--- config.mk ---
export PLATFORM = sky130hd
export DESIGN_NAME = flash_host_port
export DESIGN_NICKNAME = d
export VERILOG_FILES = /design/src/pkg/flash_host_pkg.sv /design/src/verilog/req_buffer.sv /design/src/verilog/flash_host_port.sv
export SDC_FILE = /design/constraint.sdc
export NUM_CORES = 1
export LEC_CHECK = 0
export BUFFER_PORTS_ARGS = -buffer_cell sky130_fd_sc_hd__buf_2
export CAP_MARGIN = 25
export CORE_MARGIN = 2
export CORE_UTILIZATION = 45
export DETAILED_ROUTE_END_ITERATION = 10
export SLEW_MARGIN = 10
export SYNTH_ARGS = -nofsm -noshare
export SYNTH_HDL_FRONTEND = slang
export SYNTH_SLANG_ARGS = --single-unit
export TNS_END_PERCENT = 100
--- constraint.sdc ---
create_clock -name REF_CLK -period 28.1 [get_ports REF_CLK]
set_input_delay 7.025 -clock REF_CLK [delete_from_list [all_inputs] [get_ports REF_CLK]]
set_output_delay 7.025 -clock REF_CLK [all_outputs]
set_load 0.05 [all_outputs]
--- src/pkg/flash_host_pkg.sv ---
// Purpose: Shared constants for the pin-level flash programming port.
// Assumes: One 125 MHz clock; pin inputs are asynchronous.
// Notes:   Command codes are {port 3 bits 7:6, port 2 bits 7:6}.
package flash_host_pkg;
    localparam int CLK_PERIOD_NS = 8;
    localparam int ARM_HOLD_NS = 1000000;
    localparam int ARM_HOLD_CYCLES =
        (ARM_HOLD_NS + CLK_PERIOD_NS - 1) / CLK_PERIOD_NS;
    localparam int BURST_TIMEOUT_NS = 20000;
    localparam int BURST_TIMEOUT_CYCLES = BURST_TIMEOUT_NS / CLK_PERIOD_NS;
    localparam int ARM_CNT_W = 17;
    localparam int TIMER_W = 12;

    localparam logic [3:0] CMD_READ_SIG     = 4'h0;
    localparam logic [3:0] CMD_CHIP_ERASE   = 4'h1;
    localparam logic [3:0] CMD_BLOCK_ERASE  = 4'hD;
    localparam logic [3:0] CMD_SECTOR_ERASE = 4'hB;
    localparam logic [3:0] CMD_BYTE_PROG    = 4'hE;
    localparam logic [3:0] CMD_BURST_PROG   = 4'h6;
    localparam logic [3:0] CMD_VERIFY       = 4'hC;

    localparam logic [2:0] OP_CHIP_ERASE   = 3'h0;
    localparam logic [2:0] OP_BLOCK_ERASE  = 3'h1;
    localparam logic [2:0] OP_SECTOR_ERASE = 3'h2;
    localparam logic [2:0] OP_BYTE_PROG    = 3'h3;
    localparam logic [2:0] OP_BURST_FIRST  = 3'h4;
    localparam logic [2:0] OP_BURST_NEXT   = 3'h5;
    localparam logic [2:0] OP_BURST_END    = 3'h6;

    localparam logic [3:0]  BLOCK1_TAG      = 4'hF;
    localparam logic [15:0] SIG_ADDR_MAKER  = 16'h0030;
    localparam logic [15:0] SIG_ADDR_DEVICE = 16'h0031;
    localparam int ROW0_LSB = 6;
    localparam int ROW1_LSB = 5;
    localparam int PIN_W = 36;
    localparam int REQ_W = 27;
    localparam logic [PIN_W-1:0] PIN_RESET = 36'h0_0000_0000;
endpackage

--- src/verilog/req_buffer.sv ---
// Purpose: Two-entry buffer between the command decoder and the flash unit.
// Assumes: Same clock on both sides.
// Notes:   All outputs come from flip-flops; in_ready falls when both full.
`timescale 1ns/1ps
`default_nettype none
module req_buffer #(
    parameter int WIDTH = 27
) (
    input  wire logic             clk,
    input  wire logic             rst,
    input  wire logic             in_valid,
    output logic                  in_ready,
    input  wire logic [WIDTH-1:0] in_data,
    output logic                  out_valid,
    input  wire logic             out_ready,
    output logic      [WIDTH-1:0] out_data
);
    logic             tail_valid;
    logic [WIDTH-1:0] tail_data;
    logic             next_head_valid;
    logic [WIDTH-1:0] next_head_data;
    logic             next_tail_valid;
    logic [WIDTH-1:0] next_tail_data;
    logic             push;
    logic             pop;

    always_comb begin
        push = in_valid & ~tail_valid;
        pop = out_valid & out_ready;
        next_head_valid = out_valid;
        next_head_data = out_data;
        next_tail_valid = tail_valid;
        next_tail_data = tail_data;
        if (pop) begin
            if (tail_valid) begin
                next_head_data = tail_data;
                next_tail_valid = 1'b0;
            end else begin
                next_head_valid = push;
                next_head_data = in_data;
            end
        end else if (push) begin
            if (!out_valid) begin
                next_head_valid = 1'b1;
                next_head_data = in_data;
            end else begin
                next_tail_valid = 1'b1;
                next_tail_data = in_data;
            end
        end
    end

    always_ff @(posedge clk or posedge rst) begin
        if (rst) begin
            out_valid <= 1'b0;
            out_data <= '0;
            tail_valid <= 1'b0;
            tail_data <= '0;
            in_ready <= 1'b1;
        end else begin
            out_valid <= next_head_valid;
            out_data <= next_head_data;
            tail_valid <= next_tail_valid;
            tail_data <= next_tail_data;
            in_ready <= ~next_tail_valid;
        end
    end
endmodule
`default_nettype wire

--- src/verilog/flash_host_port.sv ---
// Purpose: Pin-level programming port: arming, command decode, busy
//          handshake, complement polling and row burst termination.
// Assumes: REF_CLK is the internal oscillator; the flash array behind
//          FLASH_* performs the timed erase and program work.
// Notes:   Pins pass a three-stage synchroniser before use.
`timescale 1ns/1ps
`default_nettype none
module flash_host_port
    import flash_host_pkg::*;
#(
    parameter int         ARM_CYCLES  = ARM_HOLD_CYCLES,
    parameter logic [7:0] MAKER_CODE  = 8'hA5,  // Arbitrary value.
    parameter logic [7:0] DEVICE_CODE = 8'h5A   // Arbitrary value.
) (
    input  wire logic       REF_CLK,
    input  wire logic       SYS_RST,
    input  wire logic       RESET_PIN,
    input  wire logic       CODE_FETCH_STROBE_N,
    input  wire logic       EXTERNAL_ACCESS_N,
    input  wire logic       LATCH_PROGRAM_STROBE_N,
    input  wire logic [7:0] P0_IN,
    input  wire logic [7:0] P1_IN,
    input  wire logic [7:0] P2_IN,
    input  wire logic [7:0] P3_IN,
    input  wire logic       LOCK_BLOCK0,
    input  wire logic       LOCK_BLOCK1,
    input  wire logic       FLASH_READY,
    input  wire logic       FLASH_DONE,
    input  wire logic [7:0] FLASH_RDATA,
    output logic [7:0]      P0_OUT,
    output logic            P0_OE_N,
    output logic            READY_BUSY_N,
    output logic            HOST_MODE,
    output logic            ARMED,
    output logic            FLASH_VALID,
    output logic [2:0]      FLASH_OP,
    output logic [15:0]     FLASH_ADDR,
    output logic [7:0]      FLASH_WDATA,
    output logic [15:0]     FLASH_RADDR
);
    typedef enum logic [1:0] {MODE_OFF, MODE_ARMING, MODE_ARMED} mode_t;

    logic [PIN_W-1:0]     pin_s1;
    logic [PIN_W-1:0]     pin_s2;
    logic [PIN_W-1:0]     pin_s3;
    logic [PIN_W-1:0]     pins;
    logic [PIN_W-1:0]     next_pins;
    logic                 prev_strobe_n;
    mode_t                mode;
    mode_t                next_mode;
    logic [ARM_CNT_W-1:0] arm_cnt;
    logic [ARM_CNT_W-1:0] next_arm_cnt;
    logic                 busy;
    logic                 next_busy;
    logic                 erasing;
    logic                 next_erasing;
    logic [7:0]           last;
    logic [7:0]           next_last;
    logic                 burst_open;
    logic                 next_burst_open;
    logic [15:0]          burst_addr;
    logic [15:0]          next_burst_addr;
    logic [TIMER_W-1:0]   timer;
    logic [TIMER_W-1:0]   next_timer;
    logic [7:0]           next_p0_out;
    logic                 next_p0_oe_n;
    logic                 push;
    logic [2:0]           push_op;
    logic                 buf_ready;
    logic                 host;
    logic                 strobe_n;
    logic                 strobe_fall;
    logic                 access_n;
    logic [3:0]           cmd;
    logic [15:0]          addr;
    logic [7:0]           data;
    logic                 in_block1;
    logic                 locked;
    logic                 same_row;

    assign host = pins[35] & ~pins[34];
    assign access_n = pins[33];
    assign strobe_n = pins[32];
    assign data = pins[31:24];
    assign addr = {pins[5:4], pins[13:8], pins[23:16]};
    assign cmd = {pins[7:6], pins[15:14]};
    assign strobe_fall = prev_strobe_n & ~strobe_n;
    assign in_block1 = addr[15:12] == BLOCK1_TAG;
    assign locked = in_block1 ? LOCK_BLOCK1 : LOCK_BLOCK0;
    // Rows are half sectors: 64 bytes in the primary, 32 in the secondary.
    assign same_row = in_block1
        ? (addr[15:ROW1_LSB] == burst_addr[15:ROW1_LSB])
        : (addr[15:ROW0_LSB] == burst_addr[15:ROW0_LSB]);

    // A bit takes a new value only once stages two and three agree.
    always_comb begin
        next_pins = (pin_s2 & pin_s3) | (pins & (pin_s2 ^ pin_s3));
    end

    always_ff @(posedge REF_CLK or posedge SYS_RST) begin
        if (SYS_RST) begin
            pin_s1 <= PIN_RESET;
            pin_s2 <= PIN_RESET;
            pin_s3 <= PIN_RESET;
            pins <= PIN_RESET;
            prev_strobe_n <= 1'b0;
        end else begin
            pin_s1 <= {RESET_PIN, CODE_FETCH_STROBE_N, EXTERNAL_ACCESS_N,
                       LATCH_PROGRAM_STROBE_N, P0_IN, P1_IN, P2_IN, P3_IN};
            pin_s2 <= pin_s1;
            pin_s3 <= pin_s2;
            pins <= next_pins;
            prev_strobe_n <= strobe_n;
        end
    end

    always_comb begin
        next_mode = mode;
        next_arm_cnt = arm_cnt;
        next_erasing = erasing;
        next_last = last;
        next_burst_open = burst_open;
        next_burst_addr = burst_addr;
        next_timer = timer;
        push = 1'b0;
        push_op = OP_BYTE_PROG;
        unique case (mode)
            MODE_OFF: begin
                next_arm_cnt = '0;
                if (host) begin
                    next_mode = MODE_ARMING;
                end
            end
            MODE_ARMING: begin
                if (!host) begin
                    next_mode = MODE_OFF;
                end else if (cmd == CMD_READ_SIG && access_n) begin
                    if (arm_cnt == ARM_CNT_W'(ARM_CYCLES - 1)) begin
                        next_mode = MODE_ARMED;
                    end else begin
                        next_arm_cnt = arm_cnt + 1'b1;
                    end
                end else begin
                    next_arm_cnt = '0;
                end
            end
            MODE_ARMED: begin
                if (!host) begin
                    next_mode = MODE_OFF;
                end
            end
        endcase
        // Strobed commands count only once armed.
        if (mode == MODE_ARMED && strobe_fall
            && !busy && buf_ready) begin
            unique case (cmd)
                CMD_CHIP_ERASE: begin
                    push = 1'b1;
                    push_op = OP_CHIP_ERASE;
                end
                CMD_BLOCK_ERASE: begin
                    push = (!addr[15] && !LOCK_BLOCK0)
                        || (in_block1 && !LOCK_BLOCK1);
                    push_op = OP_BLOCK_ERASE;
                end
                CMD_SECTOR_ERASE: begin
                    push = !locked;
                    push_op = OP_SECTOR_ERASE;
                end
                CMD_BYTE_PROG: begin
                    push = !locked;
                    push_op = OP_BYTE_PROG;
                end
                CMD_BURST_PROG: begin
                    push = !locked;
                    push_op = (burst_open && same_row)
                        ? OP_BURST_NEXT : OP_BURST_FIRST;
                end
                default: begin
                    push = 1'b0;
                end
            endcase
            if (push) begin
                next_erasing = push_op <= OP_SECTOR_ERASE;
                next_last = next_erasing ? 8'h00 : data;
                // Any other accepted command closes a burst; a burst command in a new row opens a fresh one.
                next_burst_open = cmd == CMD_BURST_PROG;
                next_burst_addr = addr;
                next_timer = '0;
            end
        end else if (burst_open && !busy && buf_ready) begin
            if (timer == TIMER_W'(BURST_TIMEOUT_CYCLES - 1)) begin
                push = 1'b1;
                push_op = OP_BURST_END;
                next_burst_open = 1'b0;
            end else begin
                next_timer = timer + 1'b1;
            end
        end else if (busy) begin
            next_timer = '0;
        end
        if (push && push_op != OP_BURST_END) begin
            next_busy = 1'b1;
        end else if (FLASH_DONE) begin
            next_busy = 1'b0;
        end else begin
            next_busy = busy;
        end
    end

    // Readback follows the command pins without waiting for a strobe.
    always_comb begin
        next_p0_out = 8'h00;
        next_p0_oe_n = 1'b1;
        if (host && strobe_n && cmd == CMD_READ_SIG) begin
            next_p0_oe_n = 1'b0;
            if (addr == SIG_ADDR_MAKER) begin
                next_p0_out = MAKER_CODE;
            end else if (addr == SIG_ADDR_DEVICE) begin
                next_p0_out = DEVICE_CODE;
            end
        end else if (mode == MODE_ARMED && strobe_n
                     && cmd == CMD_VERIFY && !locked) begin
            next_p0_oe_n = 1'b0;
            if (busy) begin
                next_p0_out = {~last[7], 3'h0, ~last[3], 3'h0};
                if (erasing) begin
                    next_p0_out = 8'h00;
                end
            end else if (burst_open) begin
                next_p0_out = {last[7], 3'h0, ~last[3], 3'h0};
            end else begin
                next_p0_out = FLASH_RDATA;
            end
        end
    end

    always_ff @(posedge REF_CLK or posedge SYS_RST) begin
        if (SYS_RST) begin
            mode <= MODE_OFF;
            arm_cnt <= '0;
            busy <= 1'b0;
            erasing <= 1'b0;
            last <= 8'h00;
            burst_open <= 1'b0;
            burst_addr <= 16'h0000;
            timer <= '0;
            P0_OUT <= 8'h00;
            P0_OE_N <= 1'b1;
            READY_BUSY_N <= 1'b1;
            HOST_MODE <= 1'b0;
            ARMED <= 1'b0;
            FLASH_RADDR <= 16'h0000;
        end else begin
            mode <= next_mode;
            arm_cnt <= next_arm_cnt;
            busy <= next_busy;
            erasing <= next_erasing;
            last <= next_last;
            burst_open <= next_burst_open;
            burst_addr <= next_burst_addr;
            timer <= next_timer;
            P0_OUT <= next_p0_out;
            P0_OE_N <= next_p0_oe_n;
            READY_BUSY_N <= ~next_busy;
            HOST_MODE <= next_mode != MODE_OFF;
            ARMED <= next_mode == MODE_ARMED;
            FLASH_RADDR <= addr;
        end
    end

    req_buffer #(
        .WIDTH(REQ_W)
    ) u_req_buffer (
        .clk      (REF_CLK),
        .rst      (SYS_RST),
        .in_valid (push),
        .in_ready (buf_ready),
        .in_data  ({push_op, addr, data}),
        .out_valid(FLASH_VALID),
        .out_ready(FLASH_READY),
        .out_data ({FLASH_OP, FLASH_ADDR, FLASH_WDATA})
    );
endmodule
`default_nettype wire

==> flow_metrics.env <==
export IMPL_r2r_end="u_req_buffer.out_data[25]"
export IMPL_overflow=0
export IMPL_regToRegStartpoint="mode[0]"
export IMPL_seqCellArea_mm2=0.00654
export IMPL_min_path_cells=0
export IMPL_fin_skew_ns=0.00674
export IMPL_ys_seq_area_share_pct=64.9
export IMPL_fmax_ghz=0.118
export IMPL_cts_htree_levels=1
export IMPL_power_frac_seq_pct=48.7
export IMPL_r2r_slack_ns=25.16
export IMPL_power_frac_comb_pct=8.3
export IMPL_synth_edff_count=0
export IMPL_synthDistinctLibCells=67
export IMPL_fill_cells=1864
export IMPL_finalSetupTns_ns=0
export IMPL_clkTransAtPathRegs_ns=0.06
export IMPL_power_switching_mw=0.206
export IMPL_leakage_nw=5.89
export IMPL_maxUsedRoutingLayer="met4"
export IMPL_utilization_pct=53.8
export IMPL_yosysWarnings=0
export IMPL_wl_met3_um=946
export IMPL_dieArea_mm2=0.0236
export IMPL_grt_pass1_vias=6550
export IMPL_cts_hold_buf=0
export IMPL_viasPerCell=5.28
export IMPL_drive_gt1_share_pct=23.3
export IMPL_wl_met1_um=9220
export IMPL_power_density_mw_per_mm2=70.9
export IMPL_critPathArrivalTime_ns=8.90
export IMPL_coreArea_mm2=0.0219
export IMPL_crit_path_top_delay_cell="buf_4"
export IMPL_cap_violations=0
export IMPL_netlist_area_mm2=0.0101
export IMPL_async_flop_share_pct=100
export IMPL_hp_start="pin_s1[8]"
export IMPL_port_buffers=101
export IMPL_peakVddDrop_v=0.0000596
export IMPL_cts_resized=0
export IMPL_cts_root_buf="clkbuf_16"
export IMPL_place_hpwl_um=13200
export IMPL_ant_nets=0
export IMPL_wl_met2_um=9670
export IMPL_final_common_cell="dfrtp_1"
export IMPL_drv_slew=0
export IMPL_dr_first_iter_drc_count=321
export IMPL_clock_latency_ns=0.52
export IMPL_vias=6163
export IMPL_finalHoldViolCount=0
export IMPL_hold_path_class="register to register"
export IMPL_hold_end="pin_s2[8]"
export IMPL_path_buf_inv=2
export IMPL_num_rows=54
export IMPL_cts_buffers=27
export IMPL_sw_frac_of_total_pct=24.7
export IMPL_grt_usage_pct=17.4
export IMPL_reg2regPathDepth=8
export IMPL_post_cts_buffers=0
export IMPL_pwr_share_clk_pct=43.0
export IMPL_max_slew_margin_pct=37.8
export IMPL_grt_max_degree=150
export IMPL_ys_ff_latch=261
export IMPL_grt_first_pass_wirelength_um=33800
export IMPL_worstMarginPinSlew_ns=0.924
export IMPL_clock_path_buffers=3
export IMPL_cts_tree="yes"
export IMPL_cp_required_ns=28.51
export IMPL_placedCellCount=1116
export IMPL_avgRoutedWirePerCell_um=17.3
export IMPL_drc=0
export IMPL_syn_nets=845
export IMPL_clock_sinks=261
export IMPL_intPower_mw=0.629
export IMPL_dr_pass1_iters=7
export IMPL_mostFrequentLayoutCells="258 x dfrtp_1, 101 x buf_2, 68 x nor2_1"
export IMPL_final_setup_viol_count=0
export IMPL_path_delay_family="buffers and inverters"
export IMPL_period_needed_ns=8.50
export IMPL_drt_total_wl_um=20200
export IMPL_critPathLaunchType="primary input"
export IMPL_areaGrowthSynthToFinish_pct=16.9
export IMPL_fin_cells=1168
export IMPL_antenna_cells=0
export IMPL_max_stage_delay_ns=0.56
export IMPL_avgSynthCellArea_um2=13.3
export IMPL_crit_type="primary input to register"
export IMPL_gp_congestion=0.815
export IMPL_cp_max_fo=50
export IMPL_die_h_um=154
export IMPL_rsz0062_at_grt="no"
export IMPL_setup_worst_path_end_class="register"
export IMPL_path_cells="buf_2 > mux2i_1 > a32o_2 > o311a_2 > buf_4 > mux2_4"
export IMPL_synthCells=758
export IMPL_multiInputGateArea_mm2=0.00330
export IMPL_die_width_um=154
export IMPL_io_pins=106
export IMPL_finalCritPeriodShare_pct=30.2
export IMPL_status="completed"
export IMPL_antenna_found_initial=0
export IMPL_start_util_pct=46.0
export IMPL_synthFlopType="dfrtp_1"
export IMPL_finalNetCount=955
[how the worst max path moves through the flow]
stage	slack, ns	depth (start not counted)	startpoint	to
CTS	19.60	6	LOCK_BLOCK0	u_req_buffer.out_data[25]
finish	19.61	6	LOCK_BLOCK0	u_req_buffer.out_data[25]
detailed placement	19.05	6	LOCK_BLOCK0	u_req_buffer.out_data[25]
floorplan	13.90	1	SYS_RST	ARMED
global placement	19.05	6	LOCK_BLOCK0	u_req_buffer.out_data[25]
global route	19.50	6	LOCK_BLOCK0	u_req_buffer.out_data[25]
[cells in the mapped netlist, drive strengths merged, types with 2 or more instances]
cell type    n  area [um2]
a21o        40         300
a21oi       35         269
a22o         3        26.3
a22oi        2        15.0
a31oi        4        25.0
a32o        26         262
and2         2        12.5
and3         7        43.8
and4         3        26.3
buf         21         160
clkbuf      10        37.5
dfrtp      258        6460
dfstp        3        78.8
ha          37         463
inv         13        48.8
mux2         5        60.1
mux2i       27         270
nand2       56         210
nand2b       5        31.3
nand3       14        70.1
nand3b       2        15.0
nand4       11        75.1
nand4b       2        17.5
nor2        75         309
nor2b        5        31.3
nor3         4        25.0
nor3b        2        15.0
nor4         6        52.6
o2111ai      3        26.3
o211ai       6        60.1
o21a         3        22.5
o21ai       13        65.1
o21bai       3        22.5
o22ai        3        18.8
or2          2        15.0
xnor2       12         105
xor2        20         175
[per-stage QoR]
step | worst slack, ns | hold WS [ns] | power (mW) | cell area, um2
2_1_floorplan | 13.90 | 0.331 | 0.459 | 10100
3_3_place_gp | 19.05 | 0.333 | 0.480 | 10800
3_5_place_dp | 19.05 | 0.335 | 0.483 | 10800
4_1_cts | 19.60 | 0.347 | 0.845 | 11700
5_1_grt | 19.50 | 0.355 | 0.870 | 11800
6_report | 19.61 | 0.345 | 0.835 | 11800
[flip-flops by register name, summed over array words and instances, names as in the netlist]
| name | count |
|---|---|
| pin_s2 | 32 |
| READY_BUSY_N | 1 |
| P0_OUT | 8 |
| P0_OE_N | 1 |
| busy | 1 |
| u_req_buffer.out_data | 27 |
| pin_s3 | 32 |
| u_req_buffer.tail_valid | 1 |
| ARMED | 1 |
| u_req_buffer.in_ready | 1 |
| last | 2 |
| u_req_buffer.out_valid | 1 |
| burst_open | 1 |
| u_req_buffer.tail_data | 27 |
| arm_cnt | 17 |
| erasing | 1 |
| timer | 12 |
| burst_addr | 11 |
| pin_s1 | 32 |
| FLASH_RADDR | 16 |
| HOST_MODE | 1 |
| pins | 32 |
| prev_strobe_n | 1 |
| mode | 2 |
[layer usage]
metal / vias up / global-route usage, %
met1: 3097 / 24.6
met3: 33 / 2.93
met2: 137 / 28.4
li1: 2896 / -
met5: - / 0
met4: 0 / 4.24
[power groups by stage]
stage                     Clock, mW  Combinational [mW]  Sequential (mW)
after floorplan                   0              0.0401            0.419
after global placement            0              0.0671            0.413
after detailed placement          0              0.0691            0.414
after CTS                     0.368              0.0696            0.407
after global routing          0.385              0.0763            0.409
final                         0.359              0.0689            0.407
[kinds of logic (layout without fill, tap and decap cells)]
family	Yosys count	in the layout	synth area share, %
AO/OA/AOI/OAI	147	147	11.7
multiplexers	32	32	3.28
buffers and inverters	44	174	2.45
flip-flops	261	261	64.9
adder cells (fa/ha/maj)	37	37	4.59
AND/OR/NAND/NOR	205	205	10.3
XOR/XNOR	32	32	2.78
[layout make-up]
cell class | instances | share of cell area (%)
flip-flops and latches | 261 | 55.5
multi-input cells | 453 | 28.0
clock buffers | 37 | 6.39
repair buffers | 112 | 5.40
well taps | 280 | 2.97
clock inverters | 12 | 1.25
inverters | 13 | 0.478
(Power assumes the default switching activity.)
